===== src/verilog/dhbi_defs.svh =====
`ifndef DHBI_DEFS_SVH
`define DHBI_DEFS_SVH

// clock and serial link timing
`define DHBI_CLK_HZ 25000000
`define DHBI_BAUD 19200
`define DHBI_BIT_CYCLES (`DHBI_CLK_HZ / `DHBI_BAUD)
`define DHBI_DATA_BITS 8
`define DHBI_CNT_W 16

// byte values
`define DHBI_CMD_PREFIX 8'hFE
`define DHBI_CMD_CLEAR 8'h58
`define DHBI_CMD_SET_ADDR 8'h33
`define DHBI_CTRL_LIMIT 8'h20

// link target address after reset (8-bit form, write bit clear)
`define DHBI_I2C_ADDR_DEF 8'h50

// mode straps
`define DHBI_STRAP_RS232 2'h0
`define DHBI_STRAP_TTL 2'h1
`define DHBI_STRAP_I2C 2'h2

`endif


===== src/verilog/dhbi_pkg.sv =====
package dhbi_pkg;

	typedef enum logic [1:0] {
		DHBI_MODE_RS232 = 2'h0,
		DHBI_MODE_TTL = 2'h1,
		DHBI_MODE_I2C = 2'h3,
		DHBI_MODE_USB = 2'h2
	} dhbi_mode_t;

	typedef enum logic [1:0] {
		DHBI_TEXT = 2'h0,
		DHBI_CMD = 2'h1,
		DHBI_PARAM = 2'h3
	} dhbi_ist_t;

	typedef enum logic [2:0] {
		DHBI_I_IDLE = 3'h0,
		DHBI_I_ADDR = 3'h1,
		DHBI_I_AACK = 3'h3,
		DHBI_I_DATA = 3'h2,
		DHBI_I_DACK = 3'h6
	} dhbi_i2c_t;

	typedef enum logic [1:0] {
		DHBI_U_IDLE = 2'h0,
		DHBI_U_START = 2'h1,
		DHBI_U_DATA = 2'h3,
		DHBI_U_STOP = 2'h2
	} dhbi_uart_t;

	typedef struct packed {
		logic valid;
		logic [7:0] data;
	} dhbi_evt_t;

endpackage : dhbi_pkg


===== src/verilog/dhbi_top.sv =====
`timescale 1ns/1ps
`include "dhbi_defs.svh"
module dhbi_top #(
	parameter int BIT_CYCLES = `DHBI_BIT_CYCLES
) (
	// clock and reset
	input wire logic clk,
	input wire logic nrst,
	// configuration straps
	input wire logic [1:0] mode_strap,
	input wire logic usb_variant,
	// host connector: rx / clock line
	input wire logic rx_pin,
	// host connector: tx / data line
	input wire logic tx_in,
	output logic tx_out,
	output logic tx_oe_n,
	// virtual serial byte port
	input wire logic usb_valid,
	input wire logic [7:0] usb_data,
	// decoded stream
	output dhbi_pkg::dhbi_evt_t char_evt,
	output dhbi_pkg::dhbi_evt_t ctrl_evt,
	output dhbi_pkg::dhbi_evt_t cmd_evt,
	output dhbi_pkg::dhbi_evt_t param_evt,
	output logic clear_screen,
	// status
	output dhbi_pkg::dhbi_mode_t mode,
	output logic mode_ready,
	output logic [7:0] i2c_addr
);

	if (BIT_CYCLES < 4 || BIT_CYCLES >= (1 << `DHBI_CNT_W)) begin : g_chk
		$error("BIT_CYCLES out of range");
	end

	////////////////////////////////////////////////////////////////////
	// reset release
	logic rst_meta;
	logic rst_n;

	always_ff @(posedge clk or negedge nrst) begin
		if (!nrst) begin
			rst_meta <= 1'b0;
			rst_n <= 1'b0;
		end else begin
			rst_meta <= 1'b1;
			rst_n <= rst_meta;
		end
	end

	////////////////////////////////////////////////////////////////////
	// mode strap capture, once after release
	always_ff @(posedge clk or negedge rst_n) begin
		if (!rst_n) begin
			mode <= dhbi_pkg::DHBI_MODE_RS232;
			mode_ready <= 1'b0;
		end else if (!mode_ready) begin
			mode_ready <= 1'b1;
			if (usb_variant)
				mode <= dhbi_pkg::DHBI_MODE_USB;
			else if (mode_strap == `DHBI_STRAP_I2C)
				mode <= dhbi_pkg::DHBI_MODE_I2C;
			else if (mode_strap == `DHBI_STRAP_TTL)
				mode <= dhbi_pkg::DHBI_MODE_TTL;
			else
				mode <= dhbi_pkg::DHBI_MODE_RS232;
		end
	end

	logic is_serial;
	logic is_i2c;
	assign is_serial = mode_ready && (mode == dhbi_pkg::DHBI_MODE_RS232 ||
		mode == dhbi_pkg::DHBI_MODE_TTL);
	assign is_i2c = mode_ready && mode == dhbi_pkg::DHBI_MODE_I2C;

	////////////////////////////////////////////////////////////////////
	// serial receiver, 8N1, no flow control
	localparam int HALF = BIT_CYCLES / 2;
	dhbi_pkg::dhbi_uart_t ust;
	logic [`DHBI_CNT_W-1:0] ucnt;
	logic [2:0] ubit;
	logic [7:0] ushift;
	logic u_valid;

	always_ff @(posedge clk or negedge rst_n) begin
		if (!rst_n) begin
			ust <= dhbi_pkg::DHBI_U_IDLE;
			ucnt <= '0;
			ubit <= 3'h0;
			ushift <= 8'h00;
			u_valid <= 1'b0;
		end else begin
			u_valid <= 1'b0;
			if (ucnt != '0)
				ucnt <= ucnt - 1'b1;
			case (ust)
			dhbi_pkg::DHBI_U_IDLE: begin
				if (is_serial && !rx_pin) begin
					ust <= dhbi_pkg::DHBI_U_START;
					ucnt <= `DHBI_CNT_W'(HALF);
				end
			end
			dhbi_pkg::DHBI_U_START: begin
				if (ucnt == '0) begin
					// glitch shorter than half a bit is dropped
					if (rx_pin) begin
						ust <= dhbi_pkg::DHBI_U_IDLE;
					end else begin
						ust <= dhbi_pkg::DHBI_U_DATA;
						ubit <= 3'h0;
						// one short: the zero cycle belongs to the bit
						ucnt <= `DHBI_CNT_W'(BIT_CYCLES - 1);
					end
				end
			end
			dhbi_pkg::DHBI_U_DATA: begin
				if (ucnt == '0) begin
					ushift <= {rx_pin, ushift[7:1]};
					ubit <= ubit + 3'h1;
					ucnt <= `DHBI_CNT_W'(BIT_CYCLES - 1);
					if (ubit == 3'(`DHBI_DATA_BITS - 1))
						ust <= dhbi_pkg::DHBI_U_STOP;
				end
			end
			default: begin
				if (ucnt == '0) begin
					// framing error: byte silently dropped
					u_valid <= rx_pin;
					ust <= dhbi_pkg::DHBI_U_IDLE;
				end
			end
			endcase
		end
	end

	////////////////////////////////////////////////////////////////////
	// two-wire target, write only; reads are not acknowledged
	logic scl_q;
	logic sda_q;
	dhbi_pkg::dhbi_i2c_t ist;
	logic [3:0] ibits;
	logic [7:0] ishift;
	logic i_ack;
	logic i_valid;
	logic scl_rise;
	logic scl_fall;
	logic i_start;
	logic i_stop;

	assign scl_rise = rx_pin && !scl_q;
	assign scl_fall = !rx_pin && scl_q;
	assign i_start = rx_pin && scl_q && sda_q && !tx_in;
	assign i_stop = rx_pin && scl_q && !sda_q && tx_in;

	always_ff @(posedge clk or negedge rst_n) begin
		if (!rst_n) begin
			scl_q <= 1'b1;
			sda_q <= 1'b1;
			ist <= dhbi_pkg::DHBI_I_IDLE;
			ibits <= 4'h0;
			ishift <= 8'h00;
			i_ack <= 1'b0;
			i_valid <= 1'b0;
		end else begin
			scl_q <= rx_pin;
			sda_q <= tx_in;
			i_valid <= 1'b0;
			if (!is_i2c || i_stop) begin
				ist <= dhbi_pkg::DHBI_I_IDLE;
				i_ack <= 1'b0;
			end else if (i_start) begin
				ist <= dhbi_pkg::DHBI_I_ADDR;
				ibits <= 4'h0;
				i_ack <= 1'b0;
			end else begin
				case (ist)
				dhbi_pkg::DHBI_I_ADDR, dhbi_pkg::DHBI_I_DATA: begin
					if (scl_rise && ibits != 4'h8) begin
						ishift <= {ishift[6:0], tx_in};
						ibits <= ibits + 4'h1;
					end else if (scl_fall && ibits == 4'h8) begin
						if (ist == dhbi_pkg::DHBI_I_DATA) begin
							i_ack <= 1'b1;
							i_valid <= 1'b1;
							ist <= dhbi_pkg::DHBI_I_DACK;
						end else if (ishift[7:1] == i2c_addr[7:1] &&
							!ishift[0]) begin
							i_ack <= 1'b1;
							ist <= dhbi_pkg::DHBI_I_AACK;
						end else begin
							ist <= dhbi_pkg::DHBI_I_IDLE;
						end
					end
				end
				dhbi_pkg::DHBI_I_AACK, dhbi_pkg::DHBI_I_DACK: begin
					if (scl_fall) begin
						i_ack <= 1'b0;
						ibits <= 4'h0;
						ist <= dhbi_pkg::DHBI_I_DATA;
					end
				end
				default: begin
				end
				endcase
			end
		end
	end

	// tx idles at mark in serial modes; open drain on the data line
	always_ff @(posedge clk or negedge rst_n) begin
		if (!rst_n) begin
			tx_out <= 1'b1;
			tx_oe_n <= 1'b1;
		end else begin
			tx_out <= !is_i2c;
			tx_oe_n <= is_i2c ? !i_ack : !is_serial;
		end
	end

	////////////////////////////////////////////////////////////////////
	// byte source select
	logic b_valid;
	logic [7:0] b_data;

	always_comb begin
		b_valid = 1'b0;
		b_data = ushift;
		if (is_serial) begin
			b_valid = u_valid;
		end else if (is_i2c) begin
			b_valid = i_valid;
		end else if (mode_ready && mode == dhbi_pkg::DHBI_MODE_USB) begin
			b_valid = usb_valid;
			b_data = usb_data;
		end
		if (is_i2c)
			b_data = ishift;
	end

	////////////////////////////////////////////////////////////////////
	// command interpreter
	function automatic logic [7:0] param_count(input logic [7:0] code);
		// unknown commands take no parameters
		if (code == `DHBI_CMD_SET_ADDR)
			param_count = 8'h01;
		else
			param_count = 8'h00;
	endfunction : param_count

	dhbi_pkg::dhbi_ist_t cst;
	logic [7:0] cur_cmd;
	logic [7:0] pleft;

	always_ff @(posedge clk or negedge rst_n) begin
		if (!rst_n) begin
			cst <= dhbi_pkg::DHBI_TEXT;
			cur_cmd <= 8'h00;
			pleft <= 8'h00;
			char_evt <= '0;
			ctrl_evt <= '0;
			cmd_evt <= '0;
			param_evt <= '0;
			clear_screen <= 1'b0;
		end else begin
			char_evt.valid <= 1'b0;
			ctrl_evt.valid <= 1'b0;
			cmd_evt.valid <= 1'b0;
			param_evt.valid <= 1'b0;
			clear_screen <= 1'b0;
			if (b_valid) begin
				case (cst)
				dhbi_pkg::DHBI_TEXT: begin
					if (b_data == `DHBI_CMD_PREFIX) begin
						cst <= dhbi_pkg::DHBI_CMD;
					end else if (b_data < `DHBI_CTRL_LIMIT) begin
						ctrl_evt <= '{1'b1, b_data};
					end else begin
						char_evt <= '{1'b1, b_data};
					end
				end
				dhbi_pkg::DHBI_CMD: begin
					cmd_evt <= '{1'b1, b_data};
					cur_cmd <= b_data;
					pleft <= param_count(b_data);
					clear_screen <= b_data == `DHBI_CMD_CLEAR;
					if (param_count(b_data) == 8'h00)
						cst <= dhbi_pkg::DHBI_TEXT;
					else
						cst <= dhbi_pkg::DHBI_PARAM;
				end
				default: begin
					param_evt <= '{1'b1, b_data};
					pleft <= pleft - 8'h01;
					if (pleft == 8'h01)
						cst <= dhbi_pkg::DHBI_TEXT;
				end
				endcase
			end
		end
	end

	// target address register, changed only by command
	always_ff @(posedge clk or negedge rst_n) begin
		if (!rst_n)
			i2c_addr <= `DHBI_I2C_ADDR_DEF;
		else if (b_valid && cst == dhbi_pkg::DHBI_PARAM &&
			cur_cmd == `DHBI_CMD_SET_ADDR)
			i2c_addr <= {b_data[7:1], 1'b0};
	end

endmodule : dhbi_top


===== config.mk =====
export PLATFORM = sky130hd
export DESIGN_NAME = dhbi_top
export DESIGN_NICKNAME = d
export VERILOG_FILES = /design/src/verilog/dhbi_pkg.sv /design/src/verilog/dhbi_top.sv
export VERILOG_INCLUDE_DIRS = /design/src /design/src/verilog
export SDC_FILE = /design/constraint.sdc
export NUM_CORES = 1
export LEC_CHECK = 0
export BUFFER_PORTS_ARGS = -buffer_cell sky130_fd_sc_hd__buf_2
export CORE_ASPECT_RATIO = 2
export CORE_MARGIN = 2
export CORE_UTILIZATION = 45
export CTS_CLUSTER_SIZE = 30
export DETAILED_ROUTE_END_ITERATION = 8
export PLACE_DENSITY = 0.73
export RECOVER_POWER = 100
export SLEW_MARGIN = 20
export SYNTH_ARGS = -nofsm -noshare
export SYNTH_HDL_FRONTEND = slang
export SYNTH_SLANG_ARGS = --single-unit

===== constraint.sdc =====
create_clock -name clk -period 8.9 [get_ports clk]
set_input_delay 0.89 -clock clk [delete_from_list [all_inputs] [get_ports clk]]
set_output_delay 0.89 -clock clk [all_outputs]
set_load 0.05 [all_outputs]

* Word level (Yosys, flattened, before mapping)
Cells that the tools add are included. W data, S select, Z words.
Storage, ports and cells: flip-flop bits (word level) 110, output and inout bits 50, logic and storage cells 206
Operators by class: add/sub/neg operators 4, $lt $le $gt $ge 1, equality and inequality tests 34, mux-type cells 77, bitwise operators 6, reduce and logical (&&, ||, !) cells 54
Operators with widths (count):
- $mux W9 | 12
- $mux W16 | 5
- $pmux W16 S3 | 1
- $mux W8 | 5
- $mux W3 | 9
- $mux W2 | 12
- $reduce_and A4 Y1 | 6
- $mux W1 | 23
- $eq A8 B6 Y1 const B | 2
- $logic_and A1 B1 Y1 | 16
- $logic_not A16 Y1 | 1
- $ne A4 B4 Y1 const B | 4
- $pmux W8 S2 | 1
- $reduce_bool A16 Y1 | 1
- $sub A16 B1 Y16 const B | 1
- $mux W4 | 3
- $ne A2 B2 Y1 const B | 6
- $pmux W3 S2 | 2
- $eq A2 B2 Y1 const B | 5
- $reduce_and A5 Y1 | 2
- $eq A2 B1 Y1 const B | 4
- $eq A8 B1 Y1 const B | 1
- $eq A8 B7 Y1 const B | 1
- $eq A8 B8 Y1 const B | 1
- 27 further kinds | 52

* Longest topological paths before layout
Gate-level depths: netlist (run 1).
depth in word-level cells 12, gate-level depth with buffers 11

* Worst setup path after synthesis (run 1)
OpenSTA, ideal clock, no wires.
path type register to register, start point register ucnt[0], end point register ucnt[0], arrival time 2.361 ns, data required time 8.780 ns, slack 6.419 ns, stages on the path, launching flop included 10, cell sequence dfrtp_1 > inv_1 > ha_1 > or3b_1 > or2_1 > clkbuf_1 > nand3b_4 > ha_1 > or3_1 > a41o_1
Between the ends: cells in the longest elaborated chain, start to end 5, elaborated cells on any way between the ends 9, classes of those cells 1 x add/sub; 6 x mux; 2 x reduce/logical
RTL lines:
- from (decl) | RTL line dhbi_top.sv:81 | logic [`DHBI_CNT_W-1:0] ucnt;
- from (signal assigned) | RTL line dhbi_top.sv:96 | ucnt <= ucnt - 1'b1;
- from (signal assigned) | RTL line dhbi_top.sv:101 | ucnt <= `DHBI_CNT_W'(HALF);
- from (signal assigned) | RTL line dhbi_top.sv:113 | ucnt <= `DHBI_CNT_W'(BIT_CYCLES - 1);
- $sub A16 B1 Y16 or $reduce_bool A16 Y1 (tied branches) | RTL line dhbi_top.sv:96, dhbi_top.sv:95
- $mux W16 | RTL line dhbi_top.sv:95 | if (ucnt != '0)
- $mux W16 | RTL line dhbi_top.sv:107 | if (rx_pin) begin
- $mux W16 | RTL line dhbi_top.sv:105 | if (ucnt == '0) begin
- $pmux W16 S3 * | RTL line dhbi_top.sv:97 | case (ust)
Mark *: on every way between the ends. The rest lies on a longest branch, timed or not. A chain may end at the register's enable or synchronous reset.

* Worst setup path in the final report (run 1)
start point register mode[1], end point register char_evt[6] in the netlist's numbering
Between the ends: cells in the longest elaborated chain, start to end 8, elaborated cells on any way between the ends 19, classes of those cells 1 x order compare; 4 x eq/ne; 6 x mux; 2 x bitwise; 6 x reduce/logical
RTL lines:
- from (decl) | RTL line dhbi_top.sv:28 | output dhbi_pkg::dhbi_mode_t mode,
- from (signal assigned) | RTL line dhbi_top.sv:56 | mode <= dhbi_pkg::DHBI_MODE_RS232;
- from (signal assigned) | RTL line dhbi_top.sv:61 | mode <= dhbi_pkg::DHBI_MODE_USB;
- from (signal assigned) | RTL line dhbi_top.sv:63 | mode <= dhbi_pkg::DHBI_MODE_I2C;
- $eq A2 B2 Y1 (tied with other cells) | RTL line dhbi_top.sv:233 | end else if (mode_ready && mode == dhbi_pkg::DHBI_MODE_USB) begin
- $logic_and A1 B1 Y1 or $logic_or A1 B1 Y1 (tied branches) | RTL line dhbi_top.sv:233, dhbi_top.sv:73
- $mux W8 or $logic_and A1 B1 Y1 (tied branches) | RTL line dhbi_top.sv:233, dhbi_top.sv:73
- $mux W8 | RTL line dhbi_top.sv:229 | if (is_serial) begin
- $mux W8 | RTL line dhbi_top.sv:237 | if (is_i2c)
- $lt A8 B6 Y1 (no line) or $eq A8 B8 Y1 (tied branches)
- $not A1 Y1 (no line)
- $reduce_and A4 Y1 (no line)
- to (signal assigned) | RTL line dhbi_top.sv:279 | char_evt <= '{1'b1, b_data};
- to (decl) | RTL line dhbi_top.sv:22 | output dhbi_pkg::dhbi_evt_t char_evt,
Several ways; a longest one is shown, not always the timed one.

==> flow_summary.json, run 1 <==
{
  "p_seq_share_pct": 48.9,
  "final_cell_mix": "dfrtp_1 (104), nand2_1 (81), clkbuf_1 (52), o21ai_0 (38), nor2_1 (28)",
  "critPathLaunchType": "register",
  "grt.overflow.total": 0,
  "grt_pass1_vias": 4116,
  "tns_ns": 0,
  "syn_inst": 523,
  "start_util_pct": 46.1,
  "total_power_w": 0.00112,
  "num-nets-final": 605,
  "clock.fmax_mhz": 233,
  "worstSetupPathType": "reg2reg",
  "vias": 4111,
  "setup_viol": 0,
  "grt_pass1_wl_um": 20200,
  "hp-class": "in2async",
  "num-fill-cells": 1080,
  "p_leak_nw": 2.71,
  "clockRootBuffer": "clkbuf_16",
  "clk_pin_slew_ns": 0.07,
  "clk_latency_ns": 0.35,
  "pwr-share-clk_pct": 36.2,
  "synth_area_sq_mm": 0.00542,
  "grt_max_degree": 78,
  "grt_use_total_pct": 20.1,
  "n_antenna_cell": 0,
  "dp_hpwl_um": 9370,
  "worstMarginPinSlew_ns": 1.94,
  "core_sq_mm": 0.0118,
  "synthArstFlopShare_pct": 100,
  "cts_sinks": 110,
  "rr_endpoint": "char_evt[6]$_DFFE_PN0P_",
  "rr_startpoint": "mode[1]$_DFFE_PN0N_",
  "die_area_sq_mm": 0.0130,
  "final_antenna_net_count": 0,
  "relSlewSlack_pct": -29.9,
  "avgSynthCellArea_sq_um": 10.4,
  "avgRoutedWirePerCell_um": 17.3,
  "crit_path_max_fanout": 16,
  "post_cts_resized": 0,
  "yosysUniqueCellTypes": 69,
  "layout_commonest_cell": "dfrtp_1",
  "rsz0062_at_grt": "false",
  "clock_skew_ns": 0.00937,
  "areaGrowthSynthToFinish_pct": 10.8,
  "switchingPower_w": 0.000345,
  "io_pins": 66,
  "swShare_pct": 30.8,
  "maxSlewViolCount": 10,
  "violations": "capacitance limit, slew limit",
  "ys.flop_type": "dfrtp_1",
  "numCtsBuffers": 9,
  "arrival_ns": 4.53,
  "cts_setup_buffers": 0,
  "antenna_found_initial": 0,
  "drt_iter0_markers": 286,
  "port-buffer-count": 64,
  "drive_above_1_share_pct": 12.2,
  "rr_worst_depth": 5,
  "cts_tree": "yes",
  "min_period_ns": 4.29,
  "cp.required_ns": 9.14,
  "first_pass_iters": 5,
  "yosysSeqAreaShare_pct": 50.9,
  "htree_levels": 3,
  "worst_setup_path_end_kind": "register",
  "maxCapViolCount": 1,
  "drt-vias-per-instance": 5.64,
  "die_y_um": 159,
  "r2r_setup_slack_ns": 4.61,
  "cts_hold_buffers": 0,
  "routed_wl_um": 12600,
  "power.share.combinational_pct": 14.9,
  "cts_buffer_depth": 2,
  "rows": 56,
  "finalHoldViolations": 0,
  "peakVddDrop_v": 0.000119,
  "utilization_pct": 51.0,
  "die_x_um": 81.6,
  "synth-edff-count": 0,
  "ys_warn_count": 0,
  "gp_congestion": 0.881,
  "multiInputGateArea_sq_mm": 0.00242,
  "power.internal_w": 0.000774,
  "ys_seq_elements": 110,
  "finalCritPeriodShare_pct": 48.2,
  "power_density_mw_per_mm2": 186,
  "drc": 0,
  "status": "complete, but fails checks",
  "seqCellArea_sq_mm": 0.00276
}
[how the worst max path moves through the flow]
stage	startpoint	endpoint	slack, ns
after global placement	mode[1]$_DFFE_PN0N_	char_evt[3]$_DFFE_PN0P_	6.02
after floorplan	rst_n$_DFF_PN0_	char_evt[0]$_DFFE_PN0P_	5.62
after global routing	mode[1]$_DFFE_PN0N_	char_evt[6]$_DFFE_PN0P_	4.42
after detailed placement	mode[1]$_DFFE_PN0N_	char_evt[2]$_DFFE_PN0P_	5.95
final	mode[1]$_DFFE_PN0N_	char_evt[6]$_DFFE_PN0P_	4.61
after CTS	mode[1]$_DFFE_PN0N_	char_evt[6]$_DFFE_PN0P_	5.95
[routing by layer]
layer / track usage [%] / share of wire (%) / up-vias
met4: 10.8 / 4.8 / 0
met5: 0 / 0 / -
met3: 3.63 / 3.8 / 36
met2: 35.1 / 54 / 122
met1: 22.3 / 37 / 2011
li1: - / - / 1942
[cell families after synthesis]
| family | count (synthesis) | share of synthesized area, % |
|---|---|---|
| adder cells (fa/ha/maj) | 10 | 2.31 |
| flip-flops | 110 | 50.9 |
| AO/OA/AOI/OAI | 112 | 13.7 |
| AND/OR/NAND/NOR | 190 | 18.2 |
| buffers and inverters | 42 | 3.48 |
| XOR/XNOR | 19 | 3.07 |
| multiplexers | 38 | 8.24 |
| other | 2 | 0.139 |
[Yosys cell counts (3+ instances only)]
library cell,instances,area share (%)
or2_2,3,0.35
a21oi_1,20,1.8
a31oi_1,8,0.92
ha_1,10,2.3
buf_6,3,0.62
mux2_4,8,2.2
mux2i_1,9,1.7
nand2_1,80,5.5
dfstp_2,6,2.9
o31ai_1,6,0.83
buf_2,4,0.37
nand4b_1,4,0.65
inv_1,20,1.4
and3_1,4,0.46
dfrtp_1,104,48
o21ai_0,38,3.5
mux2_2,13,2.7
or3_1,8,0.92
or4_1,4,0.55
a21oi_2,5,0.81
nor4_1,6,0.69
mux2_1,8,1.7
a21o_1,8,1.1
nand4_1,6,0.69
xnor2_1,7,1.1
nand2b_1,10,1.2
and2_1,6,0.69
xor2_1,12,1.9
nor3_1,6,0.55
nor2_1,28,1.9
clkbuf_1,13,0.90
nand3_1,9,0.83
[metrics by stage]
stage / hold slack, ns / setup slack, ns / cell area (sq um) / cells
finish: 0.310 / 4.61 / 6010 / 729
global route: 0.294 / 4.42 / 6010 / 729
CTS: 0.279 / 5.95 / 6130 / 729
detailed placement: 0.276 / 5.95 / 5830 / 713
global placement: 0.264 / 6.02 / 5830 / 713
floorplan: 0.331 / 5.62 / 5430 / 524
[critical path, stage by stage, from the launching register on]
cell,delay [ns]
dfrtp_1,0.68
and2_0,0.78
a21oi_1,0.47
and4_2,0.34
a211oi_1,1.53
mux2_4,0.36
[cell type report]
type | instances | share of cell area (%)
clock buffers | 10 | 3.98
flip-flops and latches | 110 | 45.9
well taps | 145 | 3.02
multi-input cells | 372 | 40.4
repair buffers | 65 | 4.37
clock inverters | 6 | 1.00
inverters | 21 | 1.31
[registers in the layout (all words and copies together) (netlist names), 2 cells and up]
signal / count
char_evt: 9
cst: 2
ctrl_evt: 9
cur_cmd: 8
i2c_addr: 7
ibits: 4
ishift: 8
ist: 3
mode: 2
param_evt: 9
pleft: 8
ubit: 3
ucnt: 16
ushift: 8
ust: 2
[power groups by stage]
stage	clock [W]	combinational, W	sequential [W]
detailed placement	0	0.000175	0.000557
finish	0.000405	0.000167	0.000547
CTS	0.000414	0.000176	0.000547
floorplan	0	0.0000665	0.000621
global placement	0	0.000171	0.000555
global route	0.000437	0.000176	0.000552
Note: power is estimated with default switching activity, not from simulation.
==> inputs of run 2 (changes only) <==
- ABC_AREA: unset -> 1
- clock period: 8.9 -> 4.18 ns (I/O delays scaled with it)
==> run 2 against run 1 <==
  * The flow now finishes without violations
  * Sequential cell count did not move
  * Design area rose by 2.4%
  * Die area rose by 3.9%
  * Worst hold slack got worse by 0.13 ns
  * Critical path depth rose by 4
  * Area after synthesis rose by 4.0%
  * Synthesized cell count rose by 28%
  * Largest cell class unchanged
  * Via count rose by 13%
  * Combinational power rose to 3.7 times the previous value
  * Sequential power rose by 130%
==> flow_summary.json, run 2 <==
{
  "path_cells": "nand2_1 -> nor2_1 -> nand2_1 -> nand2_1 -> nand2_1 -> clkinvlp_2 -> nand3_4 -> nand2_1 -> o21ai_0",
  "die_x_um": 83.2,
  "rsz0062_at_grt": "false",
  "drive_above_1_share_pct": 9.35,
  "status": "complete, no violations",
  "relSlewSlack_pct": 2.01,
  "max_stage_delay_ns": 0.61,
  "drc": 0,
  "hp-start": "tx_in",
  "seqCellArea_sq_mm": 0.00276,
  "synth_area_sq_mm": 0.00564,
  "arrival_ns": 3.05,
  "min_period_ns": 2.82,
  "worstMarginPinSlew_ns": 1.47,
  "first_pass_iters": 5,
  "critical_path_buf_inv_count": 1,
  "areaGrowthSynthToFinish_pct": 9.07,
  "cts_sinks": 110,
  "cts_buffer_depth": 2,
  "drt-vias-per-instance": 5.25,
  "synth_top_area_cell": "dfrtp_1",
  "io_pins": 66,
  "worst_setup_path_end_kind": "register",
  "avgRoutedWirePerCell_um": 15.6,
  "critPathTopFamily": "simple AND/OR/NAND/NOR gates",
  "critPathLaunchType": "register",
  "gp_congestion": 0.981,
  "switchingPower_w": 0.000965,
  "syn_inst": 667,
  "rows": 57,
  "post_cts_resized": 0,
  "path_depth": 9,
  "n_antenna_cell": 0,
  "multiInputGateArea_sq_mm": 0.00229,
  "cp-endpoint": "i2c_addr[7]$_DFFE_PN0P_",
  "rr_endpoint": "i2c_addr[7]$_DFFE_PN0P_",
  "power_density_mw_per_mm2": 446,
  "port-buffer-count": 64,
  "synthTopCellsByCount": "nand2_1 (176), dfrtp_1 (104), inv_1 (77)",
  "tns_ns": 0,
  "grt.overflow.total": 0,
  "grt_max_degree": 83,
  "clock.fmax_mhz": 354,
  "routed_wl_um": 13800,
  "place_inst": 867,
  "hp-class": "in2reg",
  "cts_setup_buffers": 0,
  "swShare_pct": 35.2,
  "ys.flop_type": "dfrtp_1",
  "final_cell_mix": "nand2_1 (182), dfrtp_1 (104), inv_1 (79), o21ai_0 (68), nor2_1 (57)",
  "synthArstFlopShare_pct": 100,
  "synth.area.top_cells": "dfrtp_1 (46%), nand2_1 (12%), inv_1 (5.1%)",
  "drt_iter0_markers": 207,
  "yosysUniqueCellTypes": 46,
  "core_sq_mm": 0.0122,
  "clock_skew_ns": 0.0114,
  "power.internal_w": 0.00178,
  "top_register": "ucnt",
  "crit_path_max_fanout": 18,
  "cp.required_ns": 4.41,
  "avgSynthCellArea_sq_um": 8.46,
  "num-fill-cells": 1215,
  "finalHoldViolations": 0,
  "clockRootBuffer": "clkbuf_16",
  "layout_commonest_cell": "nand2_1",
  "grt_use_total_pct": 20.8,
  "p_leak_nw": 3.02,
  "grt_pass1_vias": 4653,
  "worstSetupPathType": "reg2reg",
  "ys_warn_count": 0,
  "power.share.combinational_pct": 22.5,
  "start_util_pct": 46.3,
  "peakVddDrop_v": 0.000312,
  "cts_tree": "yes",
  "rr_worst_depth": 9,
  "largest_register_ffs": 16,
  "pwr-share-clk_pct": 31.1,
  "maxSlewViolCount": 0,
  "slowest_stage": "dfrtp_1",
  "crit_start": "mode_ready$_DFF_PN0_",
  "synth_top_area_share_pct": 46.1,
  "vias": 4646,
  "setup_viol": 0,
  "rr_startpoint": "mode_ready$_DFF_PN0_",
  "finalCritPeriodShare_pct": 67.5,
  "synth_most_common_cell": "nand2_1",
  "cts_hold_buffers": 1,
  "yosysSeqAreaShare_pct": 48.9,
  "htree_levels": 3,
  "final_antenna_net_count": 0,
  "synth-edff-count": 0,
  "timing.hold.ws_ns": 0.182,
  "p_seq_share_pct": 46.4,
  "place_ws_ns": 2.05,
  "clk_latency_ns": 0.36,
  "num-nets-final": 759,
  "finalWorstSetupSlack_ns": 1.36,
  "die_y_um": 162,
  "antenna_found_initial": 0,
  "clk_pin_slew_ns": 0.08,
  "path_common_cell": "nand2_1",
  "fin_cells": 885,
  "ys_seq_elements": 110,
  "maxCapViolCount": 0,
  "r2r_setup_slack_ns": 1.36,
  "dp_hpwl_um": 10600,
  "die_area_sq_mm": 0.0135,
  "numCtsBuffers": 9,
  "grt_pass1_wl_um": 22200
}
==> run 2: through the flow <==
| step | utilization (%) | power, W | area [sq um] |
|---|---|---|---|
| final | 50.4 | 0.00274 | 6150 |
| after global routing | 50.4 | 0.00290 | 6150 |
| after CTS | 52.1 | 0.00279 | 6350 |
| after detailed placement | 49.6 | 0.00193 | 6040 |
| after global placement | 49.6 | 0.00192 | 6040 |
| after floorplan | - | 0.00177 | 5640 |
==> run 2: layer usage <==
layer,global-route usage [%],part of all wire [%],vias to the layer above
met5,0,0,-
met4,10.4,4.3,0
met3,3.70,4.0,43
met2,39.8,55,119
met1,21.3,37,2223
li1,-,-,2261
==> run 2: worst min-delay path by stage <==
stage	to	slack [ns]	cells after the start
2_1_floorplan	rst_meta$_DFF_PN0_	0.12	0
3_3_place_gp	rst_meta$_DFF_PN0_	0.20	1
3_5_place_dp	rst_meta$_DFF_PN0_	0.21	1
4_1_cts	sda_q$_DFF_PN1_	0.20	1
5_1_grt	sda_q$_DFF_PN1_	0.18	1
6_report	sda_q$_DFF_PN1_	0.18	1
==> run 2: cell families (layout without fill, tap and decap cells) <==
family	after synthesis	after routing	synth area share, %
flops	110	110	48.9
compound gates	94	94	10.1
xor+xnor	14	14	2.17
simple gates	339	339	28.5
buf+inv	97	167	7.76
other cells	2	3	0.133
fa+ha+maj	10	10	2.22
mux	1	1	0.177
==> run 2: cell type report <==
type,instances,share of cell area [%]
clock inverters,7,1.18
clock buffers,9,3.66
flip-flops and latches,110,44.9
multi-input cells,461,37.2
well taps,147,2.99
inverters,84,5.23
repair buffers,67,4.88
==> run 2: power groups by stage <==
| stage | Combinational [W] | Clock (W) | Sequential, W |
|---|---|---|---|
| after floorplan | 0.000410 | 0 | 0.00136 |
| after global placement | 0.000622 | 0 | 0.00130 |
| after detailed placement | 0.000631 | 0 | 0.00130 |
| after CTS | 0.000636 | 0.000868 | 0.00128 |
| after global routing | 0.000704 | 0.000906 | 0.00129 |
| final | 0.000618 | 0.000852 | 0.00127 |
